==> src/common/bss_defines.vh <==
`ifndef BSS_DEFINES_VH
`define BSS_DEFINES_VH

// ----------------------------------------
// Register byte offsets
// ----------------------------------------
`define BSS_REG_CTRL 4'h0
`define BSS_REG_STATUS 4'h4
`define BSS_REG_IRQ_STAT 4'h8
`define BSS_REG_IRQ_MASK 4'hc

// ----------------------------------------
// Control register fields
// ----------------------------------------
`define BSS_CTRL_SEQ_ON 0
`define BSS_CTRL_RESET 32'h00000001

// ----------------------------------------
// Interrupt status fields
// ----------------------------------------
`define BSS_IRQ_FAULT 0
`define BSS_IRQ_PWR_OK 1
`define BSS_IRQ_SHUTDOWN 2
`define BSS_IRQ_WIDTH 3
`define BSS_IRQ_MASK_RESET 3'h0

// ----------------------------------------
// Timing, clock period in ns
// ----------------------------------------
`define BSS_CLK_PERIOD_NS 40
`define BSS_LINEAR_CHARGE_PHASE_TWO_LIMIT_US 1024
`define BSS_SOFT_LIMIT_MS 2
`define BSS_FAULT_WAIT_MS 1
`define BSS_LINEAR_CHARGE_PHASE_TWO_CYCLES ((`BSS_LINEAR_CHARGE_PHASE_TWO_LIMIT_US * 1000) / `BSS_CLK_PERIOD_NS)
`define BSS_SOFT_CYCLES ((`BSS_SOFT_LIMIT_MS * 1000000) / `BSS_CLK_PERIOD_NS)
`define BSS_FAULT_CYCLES ((`BSS_FAULT_WAIT_MS * 1000000) / `BSS_CLK_PERIOD_NS)

// ----------------------------------------
// Sequencer states
// ----------------------------------------
`define BSS_ST_IDLE 4'h0
`define BSS_ST_LINEAR_CHARGE_PHASE_ONE 4'h1
`define BSS_ST_LINEAR_CHARGE_PHASE_TWO 4'h2
`define BSS_ST_START 4'h3
`define BSS_ST_SOFT 4'h4
`define BSS_ST_BOOST 4'h5
`define BSS_ST_BYPASS 4'h6
`define BSS_ST_FAULT 4'h7
`define BSS_ST_FORCE 4'h8

`endif

==> src/core/bss_timer.v <==
`timescale 1ns/10ps
`default_nettype none

module bss_timer (
  // Clock and reset
  input wire i_clock,
  input wire i_nrst,
  // Control
  input wire i_run,
  input wire [16:0] i_limit,
  // Status
  output reg o_expired
);

  reg [16:0] count;

  always @(posedge i_clock or negedge i_nrst) begin
    if (!i_nrst) begin
      count <= 17'h00000;
      o_expired <= 1'b0;
    end else if (!i_run) begin
      count <= 17'h00000;
      o_expired <= 1'b0;
    end else if (count >= i_limit) begin
      o_expired <= 1'b1;
    end else begin
      count <= count + 17'h00001;
    end
  end

endmodule

`default_nettype wire

==> src/core/bss_sequencer.v <==
`timescale 1ns/10ps
`default_nettype none
`include "bss_defines.vh"

module bss_sequencer (
  // Clock and reset
  input wire i_clock,
  input wire i_nrst,
  // Mode pins
  input wire i_enable,
  input wire i_force_pass_low,
  input wire i_output_level_pick,
  // Analog comparators
  input wire i_supply_in_above_out,
  input wire i_supply_in_above_target,
  input wire i_input_undervoltage_lockout,
  input wire i_out_at_target,
  input wire i_overcurrent,
  input wire i_overtemp,
  // Power-good open drain
  output reg o_power_ok_flag_out,
  output reg o_power_ok_flag_oe,
  // Power stage controls
  output reg o_linear_charge_phase_one,
  output reg o_linear_charge_phase_two,
  output reg o_switch_enable,
  output reg o_ref_ramp,
  output reg o_bypass_fet_on,
  output reg o_target_high,
  output reg o_path_open,
  // AXI4-Lite write address
  input wire [3:0] i_s_axi_awaddr,
  input wire i_s_axi_awvalid,
  output reg o_s_axi_awready,
  // AXI4-Lite write data
  input wire [31:0] i_s_axi_wdata,
  input wire [3:0] i_s_axi_wstrb,
  input wire i_s_axi_wvalid,
  output reg o_s_axi_wready,
  // AXI4-Lite write response
  output reg [1:0] o_s_axi_bresp,
  output reg o_s_axi_bvalid,
  input wire i_s_axi_bready,
  // AXI4-Lite read address
  input wire [3:0] i_s_axi_araddr,
  input wire i_s_axi_arvalid,
  output reg o_s_axi_arready,
  // AXI4-Lite read data
  output reg [31:0] o_s_axi_rdata,
  output reg [1:0] o_s_axi_rresp,
  output reg o_s_axi_rvalid,
  input wire i_s_axi_rready,
  // Interrupt
  output reg o_irq
);

  reg [3:0] state;
  reg [3:0] next_state;
  reg seq_on;
  reg [2:0] irq_stat;
  reg [2:0] irq_mask;
  reg [2:0] irq_set;
  reg prev_above;
  reg [3:0] aw_addr;
  reg aw_held;
  reg [31:0] w_data;
  reg w_held;
  wire linear_charge_phase_two_expired;
  wire soft_expired;
  wire fault_expired;
  wire active;
  wire overload;
  wire do_write;
  wire [2:0] clear_bits;
  localparam [31:0] LINEAR_CHARGE_PHASE_TWO_COUNT = `BSS_LINEAR_CHARGE_PHASE_TWO_CYCLES;
  localparam [31:0] SOFT_COUNT = `BSS_SOFT_CYCLES;
  localparam [31:0] FAULT_COUNT = `BSS_FAULT_CYCLES;

  assign active = i_enable && seq_on;
  assign overload = i_overcurrent || i_overtemp;

  // ----------------------------------------
  // Phase timers
  // ----------------------------------------
  // phase two limit
  bss_timer u_linear_charge_phase_two_timer (
    .i_clock(i_clock),
    .i_nrst(i_nrst),
    .i_run(state == `BSS_ST_LINEAR_CHARGE_PHASE_TWO),
    .i_limit(LINEAR_CHARGE_PHASE_TWO_COUNT[16:0]),
    .o_expired(linear_charge_phase_two_expired)
  );

  bss_timer u_soft_timer (
    .i_clock(i_clock),
    .i_nrst(i_nrst),
    .i_run(state == `BSS_ST_SOFT),
    .i_limit(SOFT_COUNT[16:0]),
    .o_expired(soft_expired)
  );

  bss_timer u_fault_timer (
    .i_clock(i_clock),
    .i_nrst(i_nrst),
    .i_run(state == `BSS_ST_FAULT),
    .i_limit(FAULT_COUNT[16:0]),
    .o_expired(fault_expired)
  );

  // ----------------------------------------
  // Next state
  // ----------------------------------------
  always @* begin
    next_state = state;
    if (!active) begin
      next_state = `BSS_ST_IDLE;
    end else if (!i_force_pass_low) begin
      next_state = `BSS_ST_FORCE;
    end else begin
      case (state)
        `BSS_ST_IDLE: begin
          if (!i_input_undervoltage_lockout && i_supply_in_above_out && !prev_above) begin
            next_state = `BSS_ST_LINEAR_CHARGE_PHASE_ONE;
          end
        end
        `BSS_ST_FORCE: begin
          next_state = `BSS_ST_IDLE;
        end
        `BSS_ST_LINEAR_CHARGE_PHASE_ONE: begin
          if (i_input_undervoltage_lockout) begin
            next_state = `BSS_ST_IDLE;
          end else begin
            next_state = `BSS_ST_LINEAR_CHARGE_PHASE_TWO;
          end
        end
        `BSS_ST_LINEAR_CHARGE_PHASE_TWO: begin
          if (linear_charge_phase_two_expired) begin
            next_state = `BSS_ST_FAULT;
          end else if (!i_supply_in_above_out) begin
            next_state = `BSS_ST_START;
          end
        end
        `BSS_ST_START: begin
          next_state = `BSS_ST_SOFT;
        end
        `BSS_ST_SOFT: begin
          if (soft_expired) begin
            next_state = `BSS_ST_FAULT;
          end else if (i_out_at_target) begin
            next_state = `BSS_ST_BOOST;
          end
        end
        `BSS_ST_BOOST: begin
          if (i_supply_in_above_target) begin
            next_state = `BSS_ST_BYPASS;
          end
        end
        `BSS_ST_BYPASS: begin
          if (!i_supply_in_above_target) begin
            next_state = `BSS_ST_BOOST;
          end
        end
        `BSS_ST_FAULT: begin
          if (fault_expired) begin
            next_state = `BSS_ST_LINEAR_CHARGE_PHASE_ONE;
          end
        end
        default: begin
          next_state = `BSS_ST_IDLE;
        end
      endcase
    end
  end

  // ----------------------------------------
  // State and power stage outputs
  // ----------------------------------------
  always @(posedge i_clock or negedge i_nrst) begin
    if (!i_nrst) begin
      state <= `BSS_ST_IDLE;
      prev_above <= 1'b1;
      o_power_ok_flag_out <= 1'b0;
      o_power_ok_flag_oe <= 1'b1;
      o_linear_charge_phase_one <= 1'b0;
      o_linear_charge_phase_two <= 1'b0;
      o_switch_enable <= 1'b0;
      o_ref_ramp <= 1'b0;
      o_bypass_fet_on <= 1'b0;
      o_target_high <= 1'b0;
      o_path_open <= 1'b1;
    end else begin
      state <= next_state;
      prev_above <= i_supply_in_above_out;
      o_power_ok_flag_out <= 1'b0;
      o_power_ok_flag_oe <= !(((next_state == `BSS_ST_BOOST) ||
                               (next_state == `BSS_ST_BYPASS)) && !overload);
      o_linear_charge_phase_one <= (next_state == `BSS_ST_LINEAR_CHARGE_PHASE_ONE);
      o_linear_charge_phase_two <= (next_state == `BSS_ST_LINEAR_CHARGE_PHASE_TWO);
      o_switch_enable <= (next_state == `BSS_ST_SOFT) || (next_state == `BSS_ST_BOOST);
      o_ref_ramp <= (next_state == `BSS_ST_SOFT);
      o_bypass_fet_on <= (next_state == `BSS_ST_BYPASS) || (next_state == `BSS_ST_FORCE);
      if (next_state == `BSS_ST_BOOST) begin
        o_target_high <= i_output_level_pick;
      end
      o_path_open <= (next_state == `BSS_ST_FAULT) || (next_state == `BSS_ST_IDLE);
    end
  end

  // ----------------------------------------
  // Interrupt events
  // ----------------------------------------
  always @* begin
    irq_set = 3'h0;
    irq_set[`BSS_IRQ_FAULT] = (next_state == `BSS_ST_FAULT) && (state != `BSS_ST_FAULT);
    irq_set[`BSS_IRQ_PWR_OK] = (next_state == `BSS_ST_BOOST) && (state == `BSS_ST_SOFT);
    irq_set[`BSS_IRQ_SHUTDOWN] = (next_state == `BSS_ST_IDLE) && (state != `BSS_ST_IDLE);
  end

  assign do_write = aw_held && w_held && !o_s_axi_bvalid;
  assign clear_bits = (do_write && (aw_addr == `BSS_REG_IRQ_STAT)) ? w_data[2:0] : 3'h0;

  always @(posedge i_clock or negedge i_nrst) begin
    if (!i_nrst) begin
      irq_stat <= 3'h0;
      o_irq <= 1'b0;
    end else begin
      // Set wins over clear
      irq_stat <= (irq_stat & ~clear_bits) | irq_set;
      o_irq <= |(((irq_stat & ~clear_bits) | irq_set) & irq_mask);
    end
  end

  // ----------------------------------------
  // AXI4-Lite write path
  // ----------------------------------------
  always @(posedge i_clock or negedge i_nrst) begin
    if (!i_nrst) begin
      aw_addr <= 4'h0;
      aw_held <= 1'b0;
      w_data <= 32'h00000000;
      w_held <= 1'b0;
      o_s_axi_awready <= 1'b1;
      o_s_axi_wready <= 1'b1;
      o_s_axi_bvalid <= 1'b0;
      o_s_axi_bresp <= 2'h0;
      seq_on <= 1'b1;
      irq_mask <= `BSS_IRQ_MASK_RESET;
    end else begin
      if (i_s_axi_awvalid && o_s_axi_awready) begin
        aw_addr <= i_s_axi_awaddr;
        aw_held <= 1'b1;
        o_s_axi_awready <= 1'b0;
      end
      if (i_s_axi_wvalid && o_s_axi_wready) begin
        w_data <= i_s_axi_wdata;
        w_held <= 1'b1;
        o_s_axi_wready <= 1'b0;
      end
      if (do_write) begin
        aw_held <= 1'b0;
        w_held <= 1'b0;
        o_s_axi_bvalid <= 1'b1;
        o_s_axi_bresp <= 2'h0;
        if (aw_addr == `BSS_REG_CTRL) begin
          seq_on <= w_data[`BSS_CTRL_SEQ_ON];
        end else if (aw_addr == `BSS_REG_IRQ_MASK) begin
          irq_mask <= w_data[2:0];
        end else if (aw_addr == `BSS_REG_IRQ_STAT) begin
          o_s_axi_bresp <= 2'h0;
        end else if (aw_addr == `BSS_REG_STATUS) begin
          o_s_axi_bresp <= 2'h0;
        end else begin
          o_s_axi_bresp <= 2'h2;
        end
      end
      if (o_s_axi_bvalid && i_s_axi_bready) begin
        o_s_axi_bvalid <= 1'b0;
        o_s_axi_awready <= 1'b1;
        o_s_axi_wready <= 1'b1;
      end
    end
  end

  // ----------------------------------------
  // AXI4-Lite read path
  // ----------------------------------------
  always @(posedge i_clock or negedge i_nrst) begin
    if (!i_nrst) begin
      o_s_axi_arready <= 1'b1;
      o_s_axi_rvalid <= 1'b0;
      o_s_axi_rdata <= 32'h00000000;
      o_s_axi_rresp <= 2'h0;
    end else begin
      if (i_s_axi_arvalid && o_s_axi_arready) begin
        o_s_axi_arready <= 1'b0;
        o_s_axi_rvalid <= 1'b1;
        o_s_axi_rresp <= 2'h0;
        if (i_s_axi_araddr == `BSS_REG_CTRL) begin
          o_s_axi_rdata <= {31'h00000000, seq_on};
        end else if (i_s_axi_araddr == `BSS_REG_STATUS) begin
          o_s_axi_rdata <= {24'h000000, !o_power_ok_flag_oe, o_path_open,
                            o_bypass_fet_on, o_target_high, state};
        end else if (i_s_axi_araddr == `BSS_REG_IRQ_STAT) begin
          o_s_axi_rdata <= {29'h00000000, irq_stat};
        end else if (i_s_axi_araddr == `BSS_REG_IRQ_MASK) begin
          o_s_axi_rdata <= {29'h00000000, irq_mask};
        end else begin
          o_s_axi_rdata <= 32'h00000000;
          o_s_axi_rresp <= 2'h2;
        end
      end
      if (o_s_axi_rvalid && i_s_axi_rready) begin
        o_s_axi_rvalid <= 1'b0;
        o_s_axi_arready <= 1'b1;
      end
    end
  end

endmodule

`default_nettype wire

==> config.mk <==
export PLATFORM = sky130hd
export DESIGN_NAME = bss_sequencer
export DESIGN_NICKNAME = d
export VERILOG_FILES = /design/src/core/bss_timer.v /design/src/core/bss_sequencer.v
export VERILOG_INCLUDE_DIRS = /design/src /design/src/common
export SDC_FILE = /design/constraint.sdc
export NUM_CORES = 1
export LEC_CHECK = 0
export ABC_AREA = 1
export BUFFER_PORTS_ARGS = -buffer_cell sky130_fd_sc_hd__buf_2
export CAP_MARGIN = 5
export CORE_AREA = 2 2 117 119
export CTS_BUF_LIST = sky130_fd_sc_hd__clkbuf_2
export DETAILED_ROUTE_END_ITERATION = 6
export DIE_AREA = 0 0 119 121
export PLACE_DENSITY = 0.63
export SLEW_MARGIN = 10
export SYNTH_ARGS = -nofsm -noshare
export SYNTH_HDL_FRONTEND = slang
export SYNTH_SLANG_ARGS = --single-unit
==> constraint.sdc <==
create_clock -name i_clock -period 2.9 [get_ports i_clock]
set_clock_uncertainty 0.15 [all_clocks]
set_input_delay 0.435 -clock i_clock [delete_from_list [all_inputs] [get_ports i_clock]]
set_output_delay 0.435 -clock i_clock [all_outputs]
set_load 0.03 [all_outputs]
Yosys cells after proc, flatten, opt, wreduce, memory -nomap -nowiden
Cells that the tools add are included.
{"block": "word_totals", "reg_bits": 125, "latch_bits": 0, "ram_bits": 0, "mem_bits_ro": 0, "inputBits": 60, "output_inout_bits": 51, "n_memories": 0}
{"block": "op_classes", "addsub": 3, "multipliers": 0, "div_mod_pow": 0, "magnitude_cmp": 3, "eq_ne": 27, "shifts": 0, "mux": 51, "n_bitwise": 5, "n_reduce_logical": 40}
{"operator": "2-to-1 mux 17 bit", "n": 6}
{"operator": "adder 17 x 1 -> 17 bit (second input constant)", "n": 3}
{"operator": "== test 4 x 3 -> 1 bit (second input constant)", "n": 10}
{"operator": "2-to-1 mux 4 bit", "n": 10}
{"operator": ">= comparator 17 x 15 -> 1 bit (second input constant)", "n": 2}
{"operator": "case mux 4 bit (8 select lines)", "n": 1}
{"operator": "== test 4 bit (second input constant)", "n": 5}
{"operator": "2-to-1 mux 1 bit", "n": 20}
{"operator": "2-to-1 mux 2 bit", "n": 9}
{"operator": ">= comparator 17 x 16 -> 1 bit (second input constant)", "n": 1}
{"operator": "logical NOT 4 bit", "n": 4}
{"operator": "2-to-1 mux 8 bit", "n": 2}
{"operator": "logical AND 1 bit", "n": 15}
{"operator": "== test 4 x 2 -> 1 bit (second input constant)", "n": 3}
{"operator": "!= test 2 bit (second input constant)", "n": 6}
{"operator": "nonzero test 2 bit", "n": 6}
{"operator": "2-to-1 mux 3 bit", "n": 3}
{"operator": "== test 4 x 1 -> 1 bit (second input constant)", "n": 2}
{"operator": "AND 3 bit", "n": 2}
{"operator": "logical NOT 1 bit", "n": 6}
{"operator": "logical OR 1 bit", "n": 5}
{"operator": "!= test 4 x 3 -> 1 bit (second input constant)", "n": 1}
{"operator": "nonzero test 4 bit", "n": 1}
{"operator": "NOT 3 bit", "n": 1}
{"operator": "5 further kinds", "n": 5}

Longest topological paths before layout
Gate-level depths: netlist of run 1.
{"block": "depth", "word_depth": 12, "ltp_mapped": 12}

Hierarchy
Synthesis of run 1 repeated with hierarchy kept, for this count alone.
{"block": "unflattened", "cells_unflattened": 1056, "area_unflattened_um2": 7857.5}
{"mod": "bss_timer", "n_inst": 3, "cells_each": 261, "area_per_inst_um2": 1846.8, "seq_area_each_um2": 450.4}
{"mod": "bss_sequencer", "n_inst": 1, "cells_each": 273, "area_per_inst_um2": 2317.2, "seq_area_each_um2": 1134.8}

Worst setup path after synthesis of run 1
OpenSTA, ideal clock, no wires.
{"block": "synth_timing", "path_kind": "register to register", "from": "reg o_s_axi_bvalid", "to": "reg o_irq", "setup_time_ns": 0.121, "t_arrival_ns": 1.508, "t_required_ns": 2.629, "path_slack_ns": 1.121, "stages_incl_launch_ff": 9, "n_path_buf": 0, "period_less_slack_ns": 1.779, "cell_sequence": "dfrtp_1 > inv_1 > nand3_1 > nor3_1 > nand3_1 > o21ai_0 > nand2_2 > nand2_2 > nand3_2"}
{"block": "synth_via", "elab_chain_cells": 9}
{"item": "start: declaration", "line_no": "bss_sequencer.v:42", "rtl": "output reg o_s_axi_bvalid,"}
{"item": "start signal: assignment", "line_no": "bss_sequencer.v:244", "rtl": "o_s_axi_bvalid <= 1'b0;"}
{"item": "start signal: assignment", "line_no": "bss_sequencer.v:262", "rtl": "o_s_axi_bvalid <= 1'b1;"}
{"item": "start signal: assignment", "line_no": "bss_sequencer.v:277", "rtl": "o_s_axi_bvalid <= 1'b0;"}
{"item": "logical NOT 1 bit", "line_no": "bss_sequencer.v:219", "rtl": "assign do_write = aw_held && w_held && !o_s_axi_bvalid;"}
{"item": "logical AND 1 bit", "line_no": "bss_sequencer.v:219"}
{"item": "logical AND 1 bit", "line_no": "bss_sequencer.v:220", "rtl": "assign clear_bits = (do_write && (aw_addr == `BSS_REG_IRQ_STAT)) ? w_data[2:0] : 3'h0;"}
{"item": "2-to-1 mux 3 bit", "line_no": "bss_sequencer.v:220"}
{"item": "NOT 3 bit", "line_no": "bss_sequencer.v:229", "rtl": "o_irq <= |(((irq_stat & ~clear_bits) | irq_set) & irq_mask);"}
{"item": "AND 3 bit", "line_no": "bss_sequencer.v:229"}
{"item": "OR 3 bit", "line_no": "bss_sequencer.v:229"}
{"item": "AND 3 bit", "line_no": "bss_sequencer.v:229"}
{"item": "OR reduction 3 bit", "line_no": "bss_sequencer.v:229"}
{"item": "end signal: assignment", "line_no": "bss_sequencer.v:229"}
{"item": "end: declaration", "line_no": "bss_sequencer.v:54", "rtl": "output reg o_irq"}
No other way between the ends.
A chain may end at the register's enable or synchronous reset.

Worst setup path in the final report of run 1
{"block": "layout_timing", "from": "reg seq_on", "to": "reg o_irq"}
{"block": "layout_via", "elab_chain_cells": 7, "elab_cells_between_ends": 11, "classes_between": "2 x eq/ne; 1 x mux; 2 x bitwise; 6 x reduce/logical"}
{"item": "start: declaration", "line_no": "bss_sequencer.v:59", "rtl": "reg seq_on;"}
{"item": "start signal: assignment", "line_no": "bss_sequencer.v:265", "rtl": "seq_on <= w_data[`BSS_CTRL_SEQ_ON];"}
{"item": "logical AND 1 bit (*)", "line_no": "bss_sequencer.v:79", "rtl": "assign active = i_enable && seq_on;"}
{"item": "2-to-1 mux 4 bit (*)", "line_no": "bss_sequencer.v:115", "rtl": "if (!active) begin"}
{"item": "via next_state[2]", "line_no": "bss_sequencer.v:58", "rtl": "reg [3:0] next_state;"}
{"item": "== test 4 x 3 -> 1 bit (no source line) or logical NOT 4 bit (tied branches)"}
{"item": "logical AND 1 bit, on equally long branches", "line_no": "bss_sequencer.v:214, bss_sequencer.v:215, bss_sequencer.v:216"}
{"item": "OR 3 bit (*)", "line_no": "bss_sequencer.v:229"}
{"item": "AND 3 bit (*)", "line_no": "bss_sequencer.v:229"}
{"item": "OR reduction 3 bit (*)", "line_no": "bss_sequencer.v:229"}
The timed path passes the listed nets; every way through them passes the cells marked *.

==> impl_metrics.env, run 1 <==
export IMPL_final_hold_viol_count=0
export IMPL_start_kind="flop"
export IMPL_wl_per_cell_um=12.9
export IMPL_drive_above_1_share=0.148
export IMPL_r2r_end="o_irq"
export IMPL_wl_um=11600
export IMPL_grt_pass1_wl_um=19700
export IMPL_cts_tree="yes"
export IMPL_final_common_cell="nand2_1"
export IMPL_multi_input_area_um2=2180
export IMPL_slew_headroom=0.565
export IMPL_cts_buffers=9
export IMPL_grt_max_degree=51
export IMPL_track_usage=0.170
export IMPL_root_buffer="clkbuf_2"
export IMPL_rr_worst_depth=8
export IMPL_port_buffers=50
export IMPL_reg2reg_slack_ns=0.80
export IMPL_numClockSinks=99
export IMPL_setup_viol=0
export IMPL_drtPass1Iterations=7
export IMPL_min_path_cells=4
export IMPL_ir_drop_mv=0.361
export IMPL_cpMaxStageDelayCell="dfstp_2"
export IMPL_drc=0
export IMPL_die_w_um=119
export IMPL_grt_setup_unrepaired="no"
export IMPL_path_class="reg -> reg"
export IMPL_yosysUniqueCellTypes=37
export IMPL_endpoint_kind="flop"
export IMPL_synthArstFlopShare=1.00
export IMPL_worstHoldEndpoint="o_linear_charge_phase_one"
export IMPL_post_cts_setup_buffers=0
export IMPL_first_global_vias=4094
export IMPL_antenna_found_initial=0
export IMPL_dieHeight_um=121
export IMPL_critical_path_top_delay_family="simple AND/OR/NAND/NOR gates"
export IMPL_tns_ns=0
export IMPL_route_antenna_remaining_nets=0
export IMPL_viasPerCell=4.80
export IMPL_synthFlopType="dfrtp_1"
export IMPL_cp_required_ns=3.30
export IMPL_synth_edff_count=0
export IMPL_vias=4336
export IMPL_initial_core_util=0.395
export IMPL_cts_hold_buf=25
export IMPL_seqCellArea_um2=2490
export IMPL_top_level_ports=111
export IMPL_yosys_warnings=0
export IMPL_fmax_mhz=476
export IMPL_synth_cells=634
export IMPL_max_cap_viol_count=0
export IMPL_fin_crit_sh=0.724
export IMPL_drv_slew=0
export IMPL_worst_pin_slew_ns=0.653
export IMPL_p_per_area_nw_per_um2=501
export IMPL_hold_class="in -> reg"
export IMPL_n_fill_cell=1294
export IMPL_dieArea_um2=14400
export IMPL_seq_area_frac_synth=0.481
export IMPL_ys_seq_elements=99
export IMPL_netlist_area_um2=5160
export IMPL_coreArea_um2=13100
export IMPL_critPathBufInv=1
export IMPL_arrival_ns=2.50
export IMPL_ctsHtreeMaxLevel=3
export IMPL_rows=42
export IMPL_clk_latency_ns=0.61
export IMPL_postSynthAreaPerCell_um2=8.15
export IMPL_gp_congestion=0.869
export IMPL_min_delay_start="i_supply_in_above_target"
export IMPL_critical_path_max_fanout=4
export IMPL_first_iter_violations=245
export IMPL_clk_pin_slew_ns=0.27
export IMPL_dp_hpwl_um=8400
export IMPL_area_growth_pct=14.8
export IMPL_cts_path_max_buffers=2
export IMPL_overflow=0
export IMPL_min_period_ns=2.10
export IMPL_cts_resized=0
export IMPL_p_total_mw=2.97
export IMPL_status="finished clean"
export IMPL_r2r_start="seq_on"
export IMPL_nets=786
export IMPL_final_cell_mix="118 x nand2_1, 92 x dfrtp_1, 90 x inv_1"
export IMPL_cp_cell_sequence="nand4_1, nor3_2, inv_2, nor2_2, nand3_2, nand2_2, nand2_2, nand3_2"
export IMPL_cp_slowest_stage_delay_ns=0.65
export IMPL_leakage_nw=2.82
registers in the layout, indices dropped and copies added, names as in the netlist, 3 cells and up:
name and count:
w_data 3, irq_mask 3, aw_addr 4, u_linear_charge_phase_two_timer.count 17, irq_stat 3, state 4
o_s_axi_rdata 8, u_soft_timer.count 17, u_fault_timer.count 17
worst reg2reg max path, delay by kind of cell, from the launching register on:
family,cells,cell delay (ns)
buffers and inverters,1,0.08
DFF,1,0.65
and+or+nand+nor,7,1.18
cell usage after synthesis (2+ instances only):
master | count | area share
dfstp_2 | 7 | 0.036
nor2_2 | 3 | 0.0036
nand2_1 | 118 | 0.086
inv_1 | 90 | 0.065
dfrtp_1 | 92 | 0.45
inv_4 | 2 | 0.0024
inv_2 | 3 | 0.0022
o31ai_1 | 12 | 0.017
nand3_2 | 3 | 0.0058
nor4_1 | 6 | 0.0073
nand3_1 | 46 | 0.045
nand4_1 | 13 | 0.016
a221oi_1 | 4 | 0.0068
xor2_1 | 14 | 0.024
a31oi_1 | 2 | 0.0024
o21ai_0 | 51 | 0.049
ha_1 | 6 | 0.015
nor3b_1 | 2 | 0.0029
nor3_1 | 19 | 0.018
o21a_1 | 4 | 0.0058
nand2_2 | 9 | 0.011
a21oi_4 | 2 | 0.0063
nor3_2 | 2 | 0.0039
clkbuf_1 | 6 | 0.0044
buf_4 | 27 | 0.039
a21oi_1 | 17 | 0.016
nor2_1 | 64 | 0.047
per-layer routing:
metal	up-vias	global-route usage	wire length, um
li1	2181	-	-
met1	2028	0.235	5740
met2	108	0.263	5150
met3	19	0.0414	515
met4	0	0.0595	217
met5	-	0	0
kinds of logic after synthesis:
kind of cell / after synthesis / synth area share
AND/OR/NAND/NOR: 289 / 0.255
buffers and inverters: 130 / 0.115
flip-flops: 99 / 0.481
AO/OA/AOI/OAI: 94 / 0.108
XOR/XNOR: 15 / 0.0254
adder cells (fa/ha/maj): 6 / 0.0145
other: 1 / 0.000726
metrics by stage:
| step | setup slack (ns) | area (um2) | cells | utilization | hold slack [ns] |
|---|---|---|---|---|---|
| finish | 0.801 | 5930 | 903 | 0.453 | 0.110 |
| global route | 0.667 | 5930 | 901 | 0.453 | 0.0670 |
| CTS | 0.819 | 5920 | 900 | 0.452 | 0.0268 |
| detailed placement | 0.731 | 5560 | 859 | 0.425 | 0.314 |
| global placement | 0.799 | 5560 | 859 | 0.425 | 0.311 |
| floorplan | 1.12 | 5260 | 660 | - | -0.0106 |
final cells by class:
type / count / share of cell area
timing repair buffer: 83 / 0.0953
antenna: 2 / 0.000844
clock buffer: 11 / 0.00928
tap: 176 / 0.0371
clock inverter: 5 / 0.00907
multi-input combinational: 431 / 0.368
sequential: 99 / 0.419
inverter: 96 / 0.0616
how the worst max path moves through the flow:
stage	start	to	cells past startpoint
2_1_floorplan	o_s_axi_bvalid	o_irq	8
3_3_place_gp	i_s_axi_araddr[1]	o_s_axi_rdata[0]	11
6_report	seq_on	o_irq	8
5_1_grt	seq_on	o_irq	8
3_5_place_dp	i_s_axi_araddr[1]	o_s_axi_rdata[0]	11
4_1_cts	seq_on	o_irq	8
power by group:
part,internal [mW],switching (mW),total (mW)
Combinational,0.200,0.434,0.634
Clock,0.201,0.467,0.668
Sequential,1.56,0.107,1.67
Total,1.97,1.01,2.97
No activity file was read; power rests on OpenSTA's default activity.
==> inputs of run 2 (changes only) <==
--- a/config.mk
+++ b/config.mk
@@ -13,7 +13,7 @@
 export CTS_BUF_LIST = sky130_fd_sc_hd__clkbuf_2
 export DETAILED_ROUTE_END_ITERATION = 6
 export DIE_AREA = 0 0 119 121
-export PLACE_DENSITY = 0.63
+export PLACE_DENSITY = 0.65
 export SLEW_MARGIN = 10
 export SYNTH_ARGS = -nofsm -noshare
 export SYNTH_HDL_FRONTEND = slang
==> constraint.sdc (replaced) <==
create_clock -name i_clock -period 1.9 [get_ports i_clock]
set_clock_uncertainty 0.15 [all_clocks]
set_input_delay 0.285 -clock i_clock [delete_from_list [all_inputs] [get_ports i_clock]]
set_output_delay 0.285 -clock i_clock [all_outputs]
set_load 0.03 [all_outputs]
==> run 2 against run 1 <==
Via count increased by 3.9%. Register-to-register slack lost 0.77 ns. Count of clock-buffer cells in the layout down 2. First-iteration DRC count rose by 11%. Highest routed layer unchanged. Largest power group unchanged. Clock power grew 80%. Setup slack worse by 0.77 ns. Routed wire length rose by 0.15%. Critical endpoint unchanged. Sequential share of layout area fell by 3.0 points. Fmax rose by 12%. Die area unchanged. Largest cell class unchanged.
==> impl_metrics.env, run 2 (synthesized netlist as in run 1, its figures left out) <==
export IMPL_reg2reg_slack_ns=0.03
export IMPL_endpoint_kind="flop"
export IMPL_die_w_um=119
export IMPL_track_usage=0.169
export IMPL_leakage_nw=3.04
export IMPL_top_layer="met4"
export IMPL_cp_common_cell="nand2_2"
export IMPL_status="finished clean"
export IMPL_drc=0
export IMPL_min_period_ns=1.87
export IMPL_nets=822
export IMPL_fin_util=0.490
export IMPL_seqPwrFrac=0.530
export IMPL_r2r_end="o_irq"
export IMPL_cpMaxStageDelayCell="dfrtp_2"
export IMPL_dieHeight_um=121
export IMPL_routed_wl_met3_um=473
export IMPL_clk_pin_slew_ns=0.26
export IMPL_antenna_found_initial=1
export IMPL_switchingPower_mw=1.59
export IMPL_area_growth_pct=24.2
export IMPL_cts_buffers=9
export IMPL_dp_hpwl_um=8320
export IMPL_route_antenna_remaining_nets=0
export IMPL_critical_path_max_fanout=7
export IMPL_dieArea_um2=14400
export IMPL_n_fill_cell=1280
export IMPL_initial_core_util=0.395
export IMPL_r2r_start="state[0]"
export IMPL_switching_share=0.331
export IMPL_grt_setup_unrepaired="yes"
export IMPL_final_hold_viol_count=0
export IMPL_p_per_area_nw_per_um2=749
export IMPL_cp_required_ns=2.30
export IMPL_rr_worst_depth=10
export IMPL_numClockSinks=99
export IMPL_critical_path_startpoint="state[0]"
export IMPL_port_buffers=50
export IMPL_met2_length_um=5550
export IMPL_grt_max_degree=45
export IMPL_gp_congestion=0.901
export IMPL_p_int_mw=3.21
export IMPL_cts_path_max_buffers=2
export IMPL_fmax_mhz=535
export IMPL_cp_cell_sequence="nand2_4, buf_12, nor2_8, nand2_2, nand4_1, nor2_2, nand3_2, nand2_2, nand2_2, nand3_2"
export IMPL_combPwrFrac=0.220
export IMPL_vias=4504
export IMPL_first_iter_violations=272
export IMPL_ctsHtreeMaxLevel=3
export IMPL_hold_class="in -> reg"
export IMPL_coreArea_um2=13100
export IMPL_drive_above_1_share=0.223
export IMPL_worst_pin_slew_ns=0.979
export IMPL_drtPass1Iterations=4
export IMPL_grt_pass1_wl_um=19700
export IMPL_drv_slew=0
export IMPL_top_level_ports=111
export IMPL_ir_drop_mv=0.520
export IMPL_final_cell_mix="114 x nand2_1, 89 x inv_1, 86 x dfrtp_1"
export IMPL_clk_latency_ns=0.60
export IMPL_cts_tree="yes"
export IMPL_wl_per_cell_um=12.4
export IMPL_cp_slowest_stage_delay_ns=0.55
export IMPL_start_kind="flop"
export IMPL_max_cap_viol_count=0
export IMPL_setup_viol=0
export IMPL_slew_headroom=0.345
export IMPL_met1Wirelength_um=5400
export IMPL_fin_crit_sh=0.984
export IMPL_arrival_ns=2.27
export IMPL_first_global_vias=4324
export IMPL_reg_top3="u_fault_timer.count x17, u_linear_charge_phase_two_timer.count x17, u_soft_timer.count x17"
export IMPL_wl_um=11600
export IMPL_path_class="reg -> reg"
export IMPL_rows=42
export IMPL_setup_worst_path_end="o_irq"
export IMPL_p_total_mw=4.80
export IMPL_root_buffer="clkbuf_2"
export IMPL_final_common_cell="nand2_1"
export IMPL_viasPerCell=4.80
export IMPL_clkPwrFrac=0.250
export IMPL_overflow=0
==> run 2: routing by layer <==
| metal | up-vias | track usage |
|---|---|---|
| met2 | 111 | 0.286 |
| met5 | - | 0 |
| met1 | 2131 | 0.217 |
| li1 | 2247 | - |
| met4 | 0 | 0.0662 |
| met3 | 15 | 0.0258 |
==> run 2: power by group through the flow <==
stage	combinational (mW)	sequential (mW)	clock [mW]
2_1_floorplan	0.472	2.74	0
3_3_place_gp	0.918	2.58	0
3_5_place_dp	0.939	2.59	0
4_1_cts	1.02	2.55	1.25
5_1_grt	1.20	2.58	1.34
6_report	1.06	2.55	1.20
==> run 2: critical path: cells and delay by family (launching register included) <==
kind / cells / cell delay, ns
DFF: 1 / 0.55
and+or+nand+nor: 9 / 1.02
buffers and inverters: 1 / 0.11
==> run 2: how the worst min path moves through the flow <==
| stage | from | endpoint | cells after the start |
|---|---|---|---|
| 6_report | i_input_undervoltage_lockout | state[0] | 6 |
| 5_1_grt | i_s_axi_araddr[1] | o_s_axi_rdata[3] | 8 |
| 4_1_cts | i_out_at_target | o_linear_charge_phase_two | 8 |
| 3_5_place_dp | i_nrst | u_soft_timer.count[16] | 1 |
| 3_3_place_gp | i_nrst | u_soft_timer.count[16] | 1 |
| 2_1_floorplan | i_nrst | aw_addr[0] | 0 |
==> run 2: cell type report <==
type	count	area [um2]	area share
Sequential cell	99	2490	0.389
Multi-Input combinational cell	431	2290	0.357
Timing Repair Buffer	119	897	0.140
Inverter	96	369	0.0575
Tap cell	176	220	0.0343
Clock inverter	7	100	0.0156
Clock buffer	9	45.0	0.00702
Antenna cell	1	2.50	0.000390
==> run 2: per-stage QoR <==
stage	hold slack (ns)	worst slack [ns]	cell area (um2)	cells	TNS (ns)
floorplan	-0.161	0.121	5260	660	0
global placement	0.0762	0.0729	5740	880	0
detailed placement	0.0815	0.0659	5740	880	0
finish	0.0693	0.0303	6410	938	0
global route	0.0406	-0.0917	6410	938	-0.317
CTS	0.0112	0.0103	6190	926	0
==> run 2: timing repair <==
action | in CTS | in global routing
gates resized for setup | 0 | 46
endpoints found under the setup margin | 0 | 47
hold endpoints to repair | 131 | 0
setup buffers | 0 | 11
hold buffers | 30 | 0
==> inputs of run 3 (changes only) <==
==> constraint.sdc (replaced) <==
create_clock -name i_clock -period 1.7 [get_ports i_clock]
set_clock_uncertainty 0.15 [all_clocks]
set_input_delay 0.255 -clock i_clock [delete_from_list [all_inputs] [get_ports i_clock]]
set_output_delay 0.255 -clock i_clock [all_outputs]
set_load 0.03 [all_outputs]
==> run 3 against run 2 <==
The flow now finishes with violations (setup timing). Die area did not move. Critical endpoint unchanged. Largest cell class is now multi-input combinational cells. Fmax down 0.67%. Via count rose by 9.2%. Highest routed layer unchanged.
==> impl_metrics.env, run 3 (synthesized netlist as in run 1, its figures left out) <==
export IMPL_wl_per_cell_um=13.4
export IMPL_final_common_cell="nand2_1"
export IMPL_clk_latency_ns=0.60
export IMPL_start_kind="flop"
export IMPL_endpoint_kind="flop"
export IMPL_die_w_um=119
export IMPL_numClockSinks=99
export IMPL_cts_path_max_buffers=2
export IMPL_tns_ns=-2.74
export IMPL_track_usage=0.187
export IMPL_fin_ws_ns=-0.182
export IMPL_leakage_nw=3.67
export IMPL_status="finished, violations left"
export IMPL_fin_crit_sh=1.11
export IMPL_grt_pass1_wl_um=21600
export IMPL_dp_cells=921
export IMPL_dp_hpwl_um=8780
export IMPL_clk_pin_slew_ns=0.26
export IMPL_drc=0
export IMPL_path_class="reg -> reg"
export IMPL_slew_headroom=0.351
export IMPL_final_hold_viol_count=0
export IMPL_reg_top3="u_fault_timer.count x17, u_linear_charge_phase_two_timer.count x17, u_soft_timer.count x17"
export IMPL_cp_required_ns=2.12
export IMPL_cts_tree="yes"
export IMPL_fin_cells=1022
export IMPL_max_cap_viol_count=0
export IMPL_final_cell_mix="103 x nand2_1, 94 x buf_4, 86 x dfrtp_1"
export IMPL_hold_worst_slack_ns=0.0904
export IMPL_route_antenna_remaining_nets=0
export IMPL_antenna_found_initial=1
export IMPL_failed_checks="setup timing"
export IMPL_setup_viol=35
export IMPL_port_buffers=50
export IMPL_hold_class="in -> reg"
export IMPL_n_fill_cell=1136
export IMPL_grt_max_degree=42
export IMPL_ir_drop_mv=0.518
export IMPL_fmax_mhz=531
export IMPL_worst_pin_slew_ns=0.974
export IMPL_seqCellArea_um2=2490
export IMPL_viasPerCell=4.81
export IMPL_p_per_area_nw_per_um2=686
export IMPL_min_period_ns=1.88
export IMPL_dieArea_um2=14400
export IMPL_critical_path_max_fanout=6
export IMPL_multi_input_area_um2=2750
export IMPL_arrival_ns=2.31
export IMPL_wl_um=13700
export IMPL_drive_above_1_share=0.400
export IMPL_fin_util=0.590
export IMPL_rr_worst_depth=11
export IMPL_cts_buffers=9
export IMPL_dieHeight_um=121
export IMPL_drv_slew=0
export IMPL_ctsHtreeMaxLevel=3
export IMPL_gp_congestion=0.918
export IMPL_vias=4918
export IMPL_min_path_cells=9
export IMPL_area_growth_pct=49.4
export IMPL_rows=42
export IMPL_grt_setup_unrepaired="yes"
export IMPL_initial_core_util=0.395
export IMPL_drtPass1Iterations=4
export IMPL_first_iter_violations=213
export IMPL_first_global_vias=4689
export IMPL_coreArea_um2=13100
export IMPL_root_buffer="clkbuf_2"
export IMPL_nets=906
export IMPL_top_level_ports=111
export IMPL_overflow=0
-- run 3: cell count changes in the layout (fill, tap and decap cells not counted), sizes merged --
cell          before  now
inv               97   96
clkinvlp           2    4
bufinv             2    0
clkinv             2    3
clkbuf             9   11
dlygate4sd3       30   28
dlymetal6s4s       0    1
buf               89  172
-- run 3: metrics by stage --
| stage | instance area (um2) | power (mW) | setup WS (ns) |
|---|---|---|---|
| 4_1_cts | 6860 | 5.28 | -0.139 |
| 3_3_place_gp | 6070 | 3.94 | -0.0972 |
| 2_1_floorplan | 5270 | 3.60 | 0.0203 |
| 6_report | 7710 | 5.29 | -0.182 |
| 5_1_grt | 7710 | 5.63 | -0.301 |
| 3_5_place_dp | 6070 | 3.97 | -0.135 |
-- run 3: area by class of cell --
type,instances,share of cell area
antenna,1,0.000324
tap,176,0.0285
multi-input combinational,431,0.357
timing repair buffer,202,0.229
sequential,99,0.323
timing repair inverter,1,0.000973
inverter,96,0.0491
clock inverter,6,0.00535
clock buffer,10,0.00649
-- run 3: final timing paths --
| path | to | slack (ns) | startpoint |
|---|---|---|---|
| worst max-delay path | o_irq | -0.18 | state[1] |
| worst min-delay path | o_s_axi_rdata[3] | 0.09 | i_s_axi_araddr[1] |
| worst max register to register | o_irq | -0.18 | state[1] |
| worst min register to register | u_linear_charge_phase_two_timer.count[15] | 0.37 | u_linear_charge_phase_two_timer.count[15] |
| max in group asynchronous | prev_above | 0.32 | i_nrst |
| min in group asynchronous | u_soft_timer.count[9] | 0.31 | i_nrst |
-- run 3: critical path: stages, from the launching register on --
cell     delay, ns
dfrtp_2       0.53
inv_2         0.11
nand2_2       0.08
nor2_4        0.16
nand2_2       0.07
nand2_2       0.07
nor2_4        0.05
a21oi_4       0.30
nand3_2       0.12
nand2_2       0.09
nand2_2       0.05
nand3_2       0.06
-- run 3: timing repair --
item,CTS,global route
buffers inserted,15,37
endpoints found under the setup margin,62,95
hold endpoints to repair,138,0
resized for setup,84,157
gates cloned,2,1
hold buffers,29,0
pin swaps,21,48
-- run 3: power breakdown --
part / internal, mW / total [mW] / switching (mW) / leakage [nW]
clock network: 0.199 / 1.02 / 0.823 / 0.0560
logic: 0.603 / 1.41 / 0.811 / 2.30
registers: 2.67 / 2.86 / 0.187 / 1.31
total: 3.47 / 5.29 / 1.82 / 3.67
-- run 3: per-layer routing --
metal	up-vias	track usage	part of all wire
met5	-	0	0
met4	0	0.0789	0.024
met3	24	0.0254	0.031
met2	105	0.317	0.50
met1	2368	0.240	0.44
li1	2421	-	-
